File: src/common/arsc_pkg.sv
package arsc_pkg;
	// timer settings are held in hundredths of a power-system cycle
	localparam int TIME_W = 27;
	localparam logic [26:0] TIME_MAX = 27'h5F5E09C;
	localparam logic [26:0] OPEN_INTERVAL_DEFAULT = 27'h0000000;
	localparam logic [26:0] CYCLE_RESET_DEFAULT = 27'h002BF20;
	localparam logic [26:0] LOCKOUT_RESET_DEFAULT = 27'h0007530;
	localparam logic [26:0] TIMER_CLEAR = 27'h0000000;
	localparam logic [26:0] TIMER_STEP = 27'h0000001;
	localparam int SHOT_W = 3;
	localparam int INTERVALS = 4;
	localparam logic [2:0] SHOT_ZERO = 3'h0;
	localparam logic [2:0] SHOT_STEP = 3'h1;
	localparam logic [2:0] SHOT_MAX = 3'h4;
	localparam logic [2:0] ENABLE_OFF = 3'h0;
	localparam logic [2:0] ENABLE_DEFAULT = 3'h0;

	typedef enum logic [1:0] {
		ST_RESET = 2'b00,
		ST_CYCLE = 2'b01,
		ST_LOCKOUT = 2'b11
	} arsc_state_type;
endpackage : arsc_pkg

File: src/verilog/arsc_timer_shot.sv
module arsc_timer_shot (
	input wire logic clk,
	input wire logic rst,
	input wire logic cycle_tick,
	input wire logic settings_load,
	input wire logic [2:0] reclose_enable_count,
	input wire logic [arsc_pkg::TIME_W-1:0] open_interval_time_1,
	input wire logic [arsc_pkg::TIME_W-1:0] open_interval_time_2,
	input wire logic [arsc_pkg::TIME_W-1:0] open_interval_time_3,
	input wire logic [arsc_pkg::TIME_W-1:0] open_interval_time_4,
	input wire logic [arsc_pkg::TIME_W-1:0] cycle_reset_time,
	input wire logic [arsc_pkg::TIME_W-1:0] lockout_reset_time,
	input wire logic breaker_closed_status,
	input wire logic stall_open_timing,
	input wire logic block_reset_timing,
	input wire logic sequence_coordination,
	input wire logic reclose_initiate,
	output logic open_timing_active,
	output logic reset_timing_active,
	output logic open_interval_timeout,
	output logic shot_is_zero,
	output logic shot_is_one,
	output logic shot_is_two,
	output logic shot_is_three,
	output logic shot_is_four,
	output logic reset_state,
	output logic reclose_cycle_state,
	output logic lockout_state,
	output logic [2:0] last_shot,
	output logic [3:0] interval_available
);
	import arsc_pkg::*;

	////////////////////////////////////////////////////////////////////////
	// active settings
	logic [2:0] enable_r;
	logic [TIME_W-1:0] oi_r [INTERVALS];
	logic [TIME_W-1:0] cyc_rst_r;
	logic [TIME_W-1:0] lo_rst_r;

	function automatic logic [TIME_W-1:0] clamp_time(input logic [TIME_W-1:0] t);
		clamp_time = (t > TIME_MAX) ? TIME_MAX : t;
	endfunction : clamp_time

	always_ff @(posedge clk or posedge rst) begin
		if (rst) begin
			enable_r <= ENABLE_DEFAULT;
			oi_r[0] <= OPEN_INTERVAL_DEFAULT;
			oi_r[1] <= OPEN_INTERVAL_DEFAULT;
			oi_r[2] <= OPEN_INTERVAL_DEFAULT;
			oi_r[3] <= OPEN_INTERVAL_DEFAULT;
			cyc_rst_r <= CYCLE_RESET_DEFAULT;
			lo_rst_r <= LOCKOUT_RESET_DEFAULT;
		end else if (settings_load) begin
			enable_r <= (reclose_enable_count > SHOT_MAX) ? SHOT_MAX : reclose_enable_count;
			oi_r[0] <= clamp_time(open_interval_time_1);
			oi_r[1] <= clamp_time(open_interval_time_2);
			oi_r[2] <= clamp_time(open_interval_time_3);
			oi_r[3] <= clamp_time(open_interval_time_4);
			cyc_rst_r <= clamp_time(cycle_reset_time);
			lo_rst_r <= clamp_time(lockout_reset_time);
		end
	end

	////////////////////////////////////////////////////////////////////////
	// usable intervals and last shot
	logic [3:0] usable;
	logic defeated;

	genvar gi;
	generate
		for (gi = 0; gi < INTERVALS; gi++) begin : g_avail
			assign interval_available[gi] = (3'(gi) < enable_r);
			if (gi == 0) begin : g_first
				assign usable[gi] = interval_available[gi] && (oi_r[gi] != TIMER_CLEAR);
			end else begin : g_next
				assign usable[gi] = usable[gi-1] && interval_available[gi]
					&& (oi_r[gi] != TIMER_CLEAR);
			end
		end
	endgenerate

	always_comb begin
		last_shot = SHOT_ZERO;
		for (int i = 0; i < INTERVALS; i++) begin
			if (usable[i]) begin
				last_shot = 3'(i + 1);
			end
		end
	end

	assign defeated = (enable_r == ENABLE_OFF) || (last_shot == SHOT_ZERO);

	function automatic logic [TIME_W-1:0] interval_of(input logic [2:0] s,
			input logic [TIME_W-1:0] t0, input logic [TIME_W-1:0] t1,
			input logic [TIME_W-1:0] t2, input logic [TIME_W-1:0] t3);
		case (s)
			3'h0: interval_of = t0;
			3'h1: interval_of = t1;
			3'h2: interval_of = t2;
			3'h3: interval_of = t3;
			default: interval_of = TIMER_CLEAR;
		endcase
	endfunction : interval_of

	////////////////////////////////////////////////////////////////////////
	// initiation edge
	logic ri_d_r;
	logic ri_edge;

	always_ff @(posedge clk or posedge rst) begin
		if (rst) begin
			ri_d_r <= 1'b1;
		end else begin
			ri_d_r <= reclose_initiate;
		end
	end

	assign ri_edge = reclose_initiate && !ri_d_r;

	////////////////////////////////////////////////////////////////////////
	// state, arming and shot counter
	arsc_state_type state_r;
	arsc_state_type state_nxt;
	logic armed_r;
	logic [2:0] shot_r;
	logic use_lockout_r;
	logic [TIME_W-1:0] open_cnt_r;
	logic [TIME_W-1:0] rst_cnt_r;
	logic [TIME_W-1:0] open_limit;
	logic [TIME_W-1:0] rst_limit;
	logic open_run;
	logic open_done;
	logic rst_run;
	logic rst_done;

	assign open_run = !defeated && (state_r == ST_CYCLE) && armed_r
		&& !breaker_closed_status && !stall_open_timing;
	assign open_limit = interval_of(shot_r, oi_r[0], oi_r[1], oi_r[2], oi_r[3]);
	assign open_done = open_run && cycle_tick && (open_cnt_r + TIMER_STEP >= open_limit);

	assign rst_limit = (use_lockout_r || state_r == ST_LOCKOUT) ? lo_rst_r : cyc_rst_r;
	// after power-up or a settings change the reset timer also runs in reset state
	assign rst_run = !defeated && (state_r != ST_RESET || use_lockout_r) && breaker_closed_status
		&& !armed_r && !block_reset_timing;
	assign rst_done = rst_run && cycle_tick && (rst_cnt_r + TIMER_STEP >= rst_limit);

	always_comb begin
		state_nxt = state_r;
		case (state_r)
			ST_RESET: begin
				if (ri_edge && shot_r >= last_shot) begin
					state_nxt = ST_LOCKOUT;
				end else if (ri_edge) begin
					state_nxt = ST_CYCLE;
				end else if (!breaker_closed_status) begin
					state_nxt = ST_LOCKOUT;
				end
			end
			ST_CYCLE: begin
				if (ri_edge && (open_run || armed_r)) begin
					state_nxt = ST_LOCKOUT;
				end else if (ri_edge && shot_r >= last_shot) begin
					state_nxt = ST_LOCKOUT;
				end else if (!armed_r && !breaker_closed_status && shot_r >= last_shot) begin
					state_nxt = ST_LOCKOUT;
				end else if (rst_done) begin
					state_nxt = ST_RESET;
				end
			end
			ST_LOCKOUT: begin
				if (rst_done) begin
					state_nxt = ST_RESET;
				end
			end
			default: state_nxt = ST_LOCKOUT;
		endcase
	end

	always_ff @(posedge clk or posedge rst) begin
		if (rst) begin
			state_r <= ST_LOCKOUT;
		end else if (defeated) begin
			state_r <= ST_RESET;
		end else begin
			state_r <= state_nxt;
		end
	end

	always_ff @(posedge clk or posedge rst) begin
		if (rst) begin
			armed_r <= 1'b0;
		end else if (defeated || state_nxt != ST_CYCLE || open_done) begin
			armed_r <= 1'b0;
		end else if (ri_edge) begin
			armed_r <= 1'b1;
		end
	end

	always_ff @(posedge clk or posedge rst) begin
		if (rst) begin
			shot_r <= SHOT_ZERO;
		end else if (settings_load) begin
			shot_r <= SHOT_MAX;
		end else if (defeated || (state_nxt == ST_RESET && (state_r != ST_RESET || rst_done))) begin
			shot_r <= SHOT_ZERO;
		end else if (open_done && shot_r < last_shot) begin
			shot_r <= shot_r + SHOT_STEP;
		end else if (sequence_coordination && shot_r < SHOT_MAX) begin
			shot_r <= shot_r + SHOT_STEP;
		end
	end

	always_ff @(posedge clk or posedge rst) begin
		if (rst) begin
			use_lockout_r <= 1'b1;
		end else if (settings_load) begin
			use_lockout_r <= 1'b1;
		end else if (rst_done) begin
			use_lockout_r <= 1'b0;
		end
	end

	////////////////////////////////////////////////////////////////////////
	// timers
	always_ff @(posedge clk or posedge rst) begin
		if (rst) begin
			open_cnt_r <= TIMER_CLEAR;
		end else if (!armed_r || open_done || state_r != ST_CYCLE) begin
			open_cnt_r <= TIMER_CLEAR;
		end else if (open_run && cycle_tick) begin
			open_cnt_r <= open_cnt_r + TIMER_STEP;
		end
	end

	always_ff @(posedge clk or posedge rst) begin
		if (rst) begin
			rst_cnt_r <= TIMER_CLEAR;
		end else if (!breaker_closed_status || (state_r == ST_RESET && !use_lockout_r) || rst_done
			|| settings_load) begin
			rst_cnt_r <= TIMER_CLEAR;
		end else if (rst_run && cycle_tick) begin
			rst_cnt_r <= rst_cnt_r + TIMER_STEP;
		end
	end

	////////////////////////////////////////////////////////////////////////
	// outputs
	always_ff @(posedge clk or posedge rst) begin
		if (rst) begin
			open_interval_timeout <= 1'b0;
		end else begin
			open_interval_timeout <= open_done;
		end
	end

	assign open_timing_active = open_run;
	assign reset_timing_active = rst_run;
	assign shot_is_zero = !defeated && (shot_r == 3'h0);
	assign shot_is_one = !defeated && (shot_r == 3'h1);
	assign shot_is_two = !defeated && (shot_r == 3'h2);
	assign shot_is_three = !defeated && (shot_r == 3'h3);
	assign shot_is_four = !defeated && (shot_r == 3'h4);
	assign reset_state = !defeated && (state_r == ST_RESET);
	assign reclose_cycle_state = !defeated && (state_r == ST_CYCLE);
	assign lockout_state = !defeated && (state_r == ST_LOCKOUT);

	////////////////////////////////////////////////////////////////////////
	// checks
	a_open_flag_cycle: assert property (@(posedge clk) disable iff (rst)
		open_timing_active |-> reclose_cycle_state && !breaker_closed_status && !stall_open_timing)
		else $error("open timing outside cycle state");
	a_stall_holds: assert property (@(posedge clk) disable iff (rst)
		stall_open_timing && !settings_load |=> $stable(open_cnt_r) || open_cnt_r == TIMER_CLEAR)
		else $error("open timer moved while stalled");
	a_shot_step: assert property (@(posedge clk) disable iff (rst)
		open_done && shot_r < last_shot && !settings_load |=> shot_r == $past(shot_r) + SHOT_STEP)
		else $error("shot did not advance on expiry");
	a_shot_capped: assert property (@(posedge clk) disable iff (rst)
		open_done && !settings_load |=> shot_r <= $past(last_shot))
		else $error("shot passed last shot");
	a_shot_clear: assert property (@(posedge clk) disable iff (rst)
		$rose(reset_state) && !$past(settings_load) |-> shot_is_zero)
		else $error("shot not zero in reset state");
	a_shot_onehot: assert property (@(posedge clk) disable iff (rst)
		!defeated |-> $onehot({shot_is_zero, shot_is_one, shot_is_two, shot_is_three,
			shot_is_four}))
		else $error("shot bits not one-hot");
	a_ri_lockout: assert property (@(posedge clk) disable iff (rst)
		ri_edge && open_timing_active && !defeated |=> lockout_state || defeated)
		else $error("initiation during open timing missed lockout");
	a_reset_qual: assert property (@(posedge clk) disable iff (rst)
		!reset_state ##1 reset_state && !defeated |-> $past(breaker_closed_status))
		else $error("reset state without closed breaker");
	a_block_reset: assert property (@(posedge clk) disable iff (rst)
		block_reset_timing && breaker_closed_status && !settings_load
		|=> $stable(rst_cnt_r) || rst_cnt_r == TIMER_CLEAR)
		else $error("reset timer moved while blocked");
	a_defeat_bits: assert property (@(posedge clk) disable iff (rst)
		enable_r == ENABLE_OFF |-> !reset_state && !lockout_state && !shot_is_zero
			&& !open_timing_active)
		else $error("defeated block shows activity");
endmodule : arsc_timer_shot

File: config.mk
export PLATFORM = sky130hd
export DESIGN_NAME = arsc_timer_shot
export DESIGN_NICKNAME = d
export VERILOG_FILES = /design/src/common/arsc_pkg.sv /design/src/verilog/arsc_timer_shot.sv
export SDC_FILE = /design/constraint.sdc
export NUM_CORES = 1
export LEC_CHECK = 0
export BUFFER_PORTS_ARGS = -buffer_cell sky130_fd_sc_hd__buf_2
export CAP_MARGIN = 25
export CELL_PAD_IN_SITES_DETAIL_PLACEMENT = 1
export CELL_PAD_IN_SITES_GLOBAL_PLACEMENT = 1
export CORE_ASPECT_RATIO = 1.2
export CORE_MARGIN = 1
export CORE_UTILIZATION = 30
export CTS_BUF_LIST = sky130_fd_sc_hd__clkbuf_4 sky130_fd_sc_hd__clkbuf_8
export CTS_CLUSTER_SIZE = 10
export DETAILED_ROUTE_END_ITERATION = 10
export PLACE_DENSITY_LB_ADDON = 0.1
export SETUP_SLACK_MARGIN = 0.3
export SLEW_MARGIN = 20
export SYNTH_ARGS = -nofsm -noshare
export SYNTH_HDL_FRONTEND = slang
export SYNTH_SLANG_ARGS = --single-unit
File: constraint.sdc
create_clock -name clk -period 16.8 [get_ports clk]
set_clock_uncertainty 0.15 [all_clocks]
set_input_delay 2.52 -clock clk [delete_from_list [all_inputs] [get_ports clk]]
set_output_delay 2.52 -clock clk [all_outputs]
set_load 0.005 [all_outputs]
==> results.md, run 1 <==
* Psw at 429 µW
* Num CTS Buffers at 44
* Largest net degree at the start of global routing at between 90 and 100
* Chip height at 234 µm
* Post-synth EDFFs at 0
* CTS-repair resized insts at 0
* H-tree depth at 2
* Adder-Cell Fraction of Synth Area at 5.96%
* Vias at 11400
* Residual DRC at 0
* Worst Setup EP: open_timing_active
* Worst Tran Pin Value at 0.837 ns
* Simple-gate share of the synthesized area at 18.5%
* Unrepaired setup endpoints after global routing: no
* Endpoints failing hold at 0
* Total track usage at between 20% and 30%
* Clock net sink count at 228
* Routability cong. at around 0.82
* Synth cell types at 64
* Mapped Cells at 1384
* Initial DRC count at 491
* First-pass GRT wire length at between 70000 and 80000 µm
* Rows at 84
* Main combinational cell family by area after synthesis: simple AND/OR/NAND/NOR gates
* Routed WL per cell at between 20 and 25 µm
* Compound-gate portion of the synthesized area at between 10% and 20%
* HP Class: flip-flop to flip-flop
* Multi-input gate area at 0.00735 mm²
* Slew margin rel. at 44.1%
* CP delay by family, top: simple AND/OR/NAND/NOR gates
* Clock Tree Root: clkbuf_8
* Max Clk Rate at 168 MHz
* Worst setup path class: primary input to output port
* Clock Tree Buf Depth at 3
* Seq/Total Area, Yosys at 42.6%
* Comb pwr share at 13.9%
* # setup viols final at 0
* Setup crit start kind: primary input
* Element type at the critical path end: output port
* Yosys reg bits at 228
* Share of layout cells above drive strength 1 at 21.0%
* Largest stage delay, worst path at 0.40 ns
* VDD IR max at 0.0442 mV
* Post-synthesis xor/xnor area fraction at 6.71%
* Final period util at 35.4%
* PD cells at ~92 mW/mm²
* Reg2reg end: open_cnt_r[9]
* Die area at 0.0457 mm²
* CP max-delay cell: or3_1
* Top_reg_cell synth: dfrtp_1
* Switching share of power at 29.2%
* Most frequent cells in the layout: dfrtp_1 (208), buf_2 (190), nor2_1 (156)
* 1st-pass router iterations at 5
* Vias in the first global route at around 12000
* # fillers at 5043
* CORE AREA at 0.0440 mm²
* Sequential cell area at 0.00573 mm²
* Max-Cap Viols at 0
* Critical path origin: breaker_closed_status
* P_int at 1.04 mW
* Layout Nets at 1804
* Seq pwr share at a little over two fifths
* Hold-fix buffers at CTS at 0
* Mean Syn Cell Area at 9.71 µm²
* Ys Warns at 0
* DR vias/cell at 5.26
* Post CTS Setup Buffer Count at 0
* Die Wd at 195 µm
* R2R Path Start: shot_r[2]
* Starting Density at a little under a third
* Worst-path cell chain: buf_2 -> or3_1 -> nor2_1 -> buf_2
* Final HPWL DP at 36700 µm
* Synth-to-Final Area Change at 18.7%
* Final Max Slew Viols at 0
* Cell depth of the worst setup path at 4
* Crit path max fanout at 5
* Post-synth ARST share at between 90% and 100%
* Crit path buf inv count at 2
* Post-route ant nets at 0
* Worst Path Required at 14.13 ns
* PnR Total Power at 1.47 mW
* Mux cell area share after synthesis at 10.1%
* CTS clk-pin slew, worst paths at 0.06 ns
* Setup_tns at 0 ns
* Commonest non-fill, non-tap cell in the layout: dfrtp_1
* Status: finished, final reports clean
* Cell mode on critical path: buf_2
* Clock Power Share at 42.2%
* Initial antenna violation count at 7
* Synthesized area at 0.0134 mm²
* Period minus WS final at 5.95 ns
* TritonCTS clock tree: built
* Worst reg2reg path depth at 15
* LEAKAGE at between 7 and 8 nW
* Total gr overflow at 0
* Later-pin clock latency in the skew report at 0.62 ns
* I/O Buffers at between 150 and 200
* R2r setup slk at 11.68 ns
* Syn Nets at roughly 1600
* Io pins at 192
* Arrival @ worst endpoint at 3.28 ns
* Detailed Route WL at 47900 µm
flip-flops by register name, summed over array words and instances (netlist names), 2 cells and up:
| register | cells |
|---|---|
| oi_r | 108 |
| state_r | 2 |
| rst_cnt_r | 27 |
| lo_rst_r | 27 |
| shot_r | 3 |
| enable_r | 3 |
| cyc_rst_r | 27 |
| open_cnt_r | 27 |
per-layer routing:
layer / vias to the layer above / track usage (%) / wire length [µm]
met4: 10 / 9.08 / 1710
met3: 92 / 3.65 / 1880
met1: 5663 / 25.3 / 19900
met2: 218 / 38.2 / 24300
met5: - / 0 / 57
li1: 5380 / - / -
power by group through the flow:
stage / clock network (mW) / logic, mW / registers (mW)
finish: 0.619 / 0.204 / 0.645
global route: 0.661 / 0.228 / 0.650
CTS: 0.641 / 0.209 / 0.644
detailed placement: 0 / 0.208 / 0.653
global placement: 0 / 0.204 / 0.652
floorplan: 0 / 0.127 / 0.629
through the flow:
stage                     util [%]  hold slack [ns]  setup slack (ns)  std cells  cell area (µm²)
after global routing          36.2            0.358             10.80       2159            16000
after detailed placement      33.9            0.326             10.83       2077            14900
after CTS                     36.1            0.336             10.84       2157            15900
after floorplan                  -            0.293              7.92       1384            13400
final                         36.2            0.331             10.85       2161            16000
after global placement        33.9            0.322             10.85       2076            14900
cells in the mapped netlist, types with 4 or more instances:
cell	n	share of area (%)
mux2i_1	127	9.5
o311a_1	4	0.30
nor3_1	27	1.0
o22a_1	29	1.9
ha_1	64	6.0
or3_1	10	0.47
nor4_1	29	1.3
a211oi_1	4	0.22
and4_1	6	0.39
and3_1	16	0.74
dfstp_2	20	3.9
nand2b_1	4	0.19
o21ai_0	59	2.2
nor2b_1	6	0.28
nand2_1	143	4.0
xnor2_1	45	2.9
o21bai_1	7	0.39
nand3_1	49	1.8
buf_1	6	0.17
inv_1	19	0.53
o311ai_1	4	0.26
a21oi_1	28	1.0
clkbuf_1	55	1.5
nand4_1	35	1.6
dfrtp_1	208	39
mux2_2	8	0.67
buf_2	9	0.34
nand4b_1	8	0.52
or4_1	4	0.22
nor2_1	156	4.4
a21o_1	7	0.39
nor3b_1	5	0.28
xor2_1	58	3.8
a22o_1	75	4.9
kinds of logic after synthesis:
group | count (synthesis)
AND/OR/NAND/NOR | 517
multiplexers | 135
buffers and inverters | 93
adder cells (fa/ha/maj) | 64
XOR/XNOR | 103
flip-flops | 228
AO/OA/AOI/OAI | 244
worst register-to-register path: stages (launching register included):
cell and delay [ns]:
dfrtp_1 0.54, inv_1 0.57, ha_1 0.25, buf_4 0.29, a22o_1 0.27, o21ai_0 0.12, ha_1 0.37, nand4_1 0.14
or3_1 0.39, or4_1 0.41, nand4_1 0.16, o21ai_1 0.12, a21boi_2 0.26, or2_1 0.65, buf_6 0.25, nor2_1 0.06
worst min-delay path by stage:
| stage | startpoint | depth (start not counted) | endpoint |
|---|---|---|---|
| after floorplan | use_lockout_r | 2 | use_lockout_r |
| after global placement | use_lockout_r | 2 | use_lockout_r |
| after detailed placement | use_lockout_r | 2 | use_lockout_r |
| after CTS | use_lockout_r | 2 | use_lockout_r |
| after global routing | use_lockout_r | 2 | use_lockout_r |
| final | use_lockout_r | 2 | use_lockout_r |
layout make-up:
type	count	share of cell area (%)
sequential	228	35.9
timing repair buffer	210	7.06
inverter	19	0.494
antenna	2	0.0314
multi-input combinational	1063	46.0
tap	559	4.38
clock inverter	6	0.369
clock buffer	74	5.72
Note: power is estimated with default switching activity, not from simulation.
==> run 2: changes to the inputs <==
- clock period: 16.8 -> 5 ns (I/O delays scaled with it)
==> run 2 against run 1 <==
Final cell count is 0.23% higher. Die area unchanged. Utilization increased by 0.27 points. First-iteration DRC count decreased by 3.1%. Critical path type is now flip-flop to flip-flop. Largest cell class unchanged.
==> results.md, run 2 (synthesis results as in run 1) <==
* Max Clk Rate at 234 MHz
* H-tree depth at 2 (unchanged)
* Crit path max fanout at 5 (unchanged)
* # diodes at 0 (-2)
* Setup_tns at 0 ns (unchanged)
* Worst Path Required at 5.37 ns (-8.76 ns)
* Routed WL per cell at 22.4 µm (+1.1%)
* HP Class: primary input to asynchronous set/reset pin
* Setup crit start kind: flip-flop
* Cell depth of the worst setup path at 16 (+12)
* Max-Cap Viols at 0 (unchanged)
* Final HPWL DP at 37100 µm (+1.1%)
* Clock Tree Buf Depth at 3 (unchanged)
* Io pins at 192 (unchanged)
* R2R Path Start: rst_cnt_r[2]
* Final Max Slew Viols at 0 (unchanged)
* Die Wd at 195 µm (unchanged)
* Arrival @ worst endpoint at 4.65 ns (+1.37 ns)
* Residual DRC at 0 (unchanged)
* Worst setup path class: flip-flop to flip-flop
* LEAKAGE at 7.36 nW (+1.0%)
* Later-pin clock latency in the skew report at 0.62 ns (about the same)
* Reg2reg end: armed_r
* Worst Tran Pin Value at 0.769 ns (-0.0683 ns)
* 1st-pass router iterations at 4 (-1)
* VDD IR max at 0.141 mV (+220%)
* Hold-fix buffers at CTS at 0 (unchanged)
* Synth-to-Final Area Change at 19.6%
* Status: finished, final reports clean
* CP max-delay cell: or4_1
* Vias in the first global route at 12400 (+1.5%)
* Commonest non-fill, non-tap cell in the layout: dfrtp_1
* Layout Nets at 1810 (+0.33%)
* # setup viols final at 0 (unchanged)
* Most frequent cells in the layout: dfrtp_1 (208), buf_2 (190), nor2_1 (156)
* Endpoints failing hold at 0 (unchanged)
* Routability cong. at 0.867 (+5.6%)
* Starting Density at 30.5% (unchanged)
* R2r setup slk at 0.72 ns (-10.96 ns)
* Detailed Route WL at 48600 µm (+1.4%)
* Element type at the critical path end: flip-flop
* Total track usage at 21.8% (+0.40 points)
* Clock Tree Root: clkbuf_8
* CORE AREA at 0.0440 mm² (unchanged)
* Initial DRC count at 476 (-3.1%)
* Largest net degree at the start of global routing at 174 (+87%)
* Period minus WS final at around 4.3 ns
* Unrepaired setup endpoints after global routing: no
* Worst slack, placed at 0.575 ns (-10.26 ns)
* Num CTS Buffers at 45 (+2.3%)
* CP delay by family, top: simple AND/OR/NAND/NOR gates
* Initial antenna violation count at 1 (-6)
* First-pass GRT wire length at 75400 µm (+1.8%)
* Clock net sink count at 228 (unchanged)
* Crit path buf inv count at 1 (-1)
* Share of layout cells above drive strength 1 at 21.4% (+0.41 points)
* Rows at 84 (unchanged)
* DR vias/cell at 5.27 (+0.31%)
* Worst reg2reg path depth at 16 (+1)
* Final period util at 85.6%
* Worst Slack Setup Final at 0.719 ns (-10.13 ns)
* I/O Buffers at 191 (unchanged)
* PD cells at 312 mW/mm² (+240%)
* Die area at 0.0457 mm² (unchanged)
* Total gr overflow at 0 (unchanged)
* TritonCTS clock tree: built
* Hold Slack at 0.102 ns (-0.228 ns)
* Largest stage delay, worst path at 0.51 ns (+0.11 ns)
* Chip height at 234 µm (unchanged)
* Number of flip-flops in the largest register at 108 (unchanged)
* Worst-path cell chain: nand3_1 -> nor2_2 -> nand4_1 -> or2_2 -> inv_1 -> nand3_1 -> xnor2_1 -> ha_1 -> nand4_1 -> or4_1 -> nor3_1 -> nor4_1 -> o21ai_0 -> o21ai_1 -> o22ai_1 -> nor4b_2
* Slew margin rel. at 48.7% (+4.6 points)
* Post-route ant nets at 0 (unchanged)
* CTS clk-pin slew, worst paths at 0.06 ns (about the same)
* Biggest register: oi_r
* Vias at 11400 (+0.55%)
-- run 2: worst max-delay path by stage --
stage                  from             to  slack, ns
4_1_cts        rst_cnt_r[0]  rst_cnt_r[15]       0.54
6_report       rst_cnt_r[2]        armed_r       0.72
5_1_grt        rst_cnt_r[2]   rst_cnt_r[6]       0.31
3_5_place_dp   rst_cnt_r[0]   rst_cnt_r[5]       0.58
3_3_place_gp   rst_cnt_r[0]      shot_r[2]       0.64
2_1_floorplan     shot_r[2]  open_cnt_r[0]       0.96
-- run 2: stage by stage --
step / instances / power (mW) / area, µm² / util (%)
floorplan: 1384 / 2.54 / 13400 / -
global placement: 2083 / 2.89 / 15000 / 34.1
detailed placement: 2083 / 2.90 / 15000 / 34.1
CTS: 2165 / 5.11 / 16000 / 36.4
global route: 2166 / 5.28 / 16100 / 36.5
finish: 2166 / 5.01 / 16100 / 36.5
-- run 2: worst min-delay path, delay by kind of cell --
family / cells / cell delay (ns)
buffers and inverters: 3 / 0.54
-- run 2: layer usage --
metal  routed length (µm)  global-route usage [%]  share of wire, %
met1                20800                    26.8                43
met2                23700                    37.1                49
met3                 1670                    3.49               3.4
met4                 2440                    11.2               5.0
met5                   12                       0             0.025
-- run 2: cell type report --
class | count | area, µm²
flip-flops and latches | 228 | 5730
repair buffers | 215 | 1200
multi-input cells | 1063 | 7350
clock inverters | 9 | 97.6
inverters | 19 | 75.1
well taps | 559 | 699
fillers | 5106 | 28000
clock buffers | 73 | 917
-- run 2: repair_timing --
| action | CTS | global route |
|---|---|---|
| endpoints found under the setup margin | 0 | 29 |
| gates resized for setup | 0 | 4 |
| setup buffers | 0 | 0 |
| hold endpoints to repair | 0 | 0 |
-- run 2: power breakdown --
group | switching (mW) | internal (mW) | leakage [nW]
Combinational | 0.410 | 0.293 | 4.06
Sequential | 0.155 | 2.01 | 2.76
Clock | 0.889 | 1.26 | 0.540
Total | 1.45 | 3.56 | 7.36
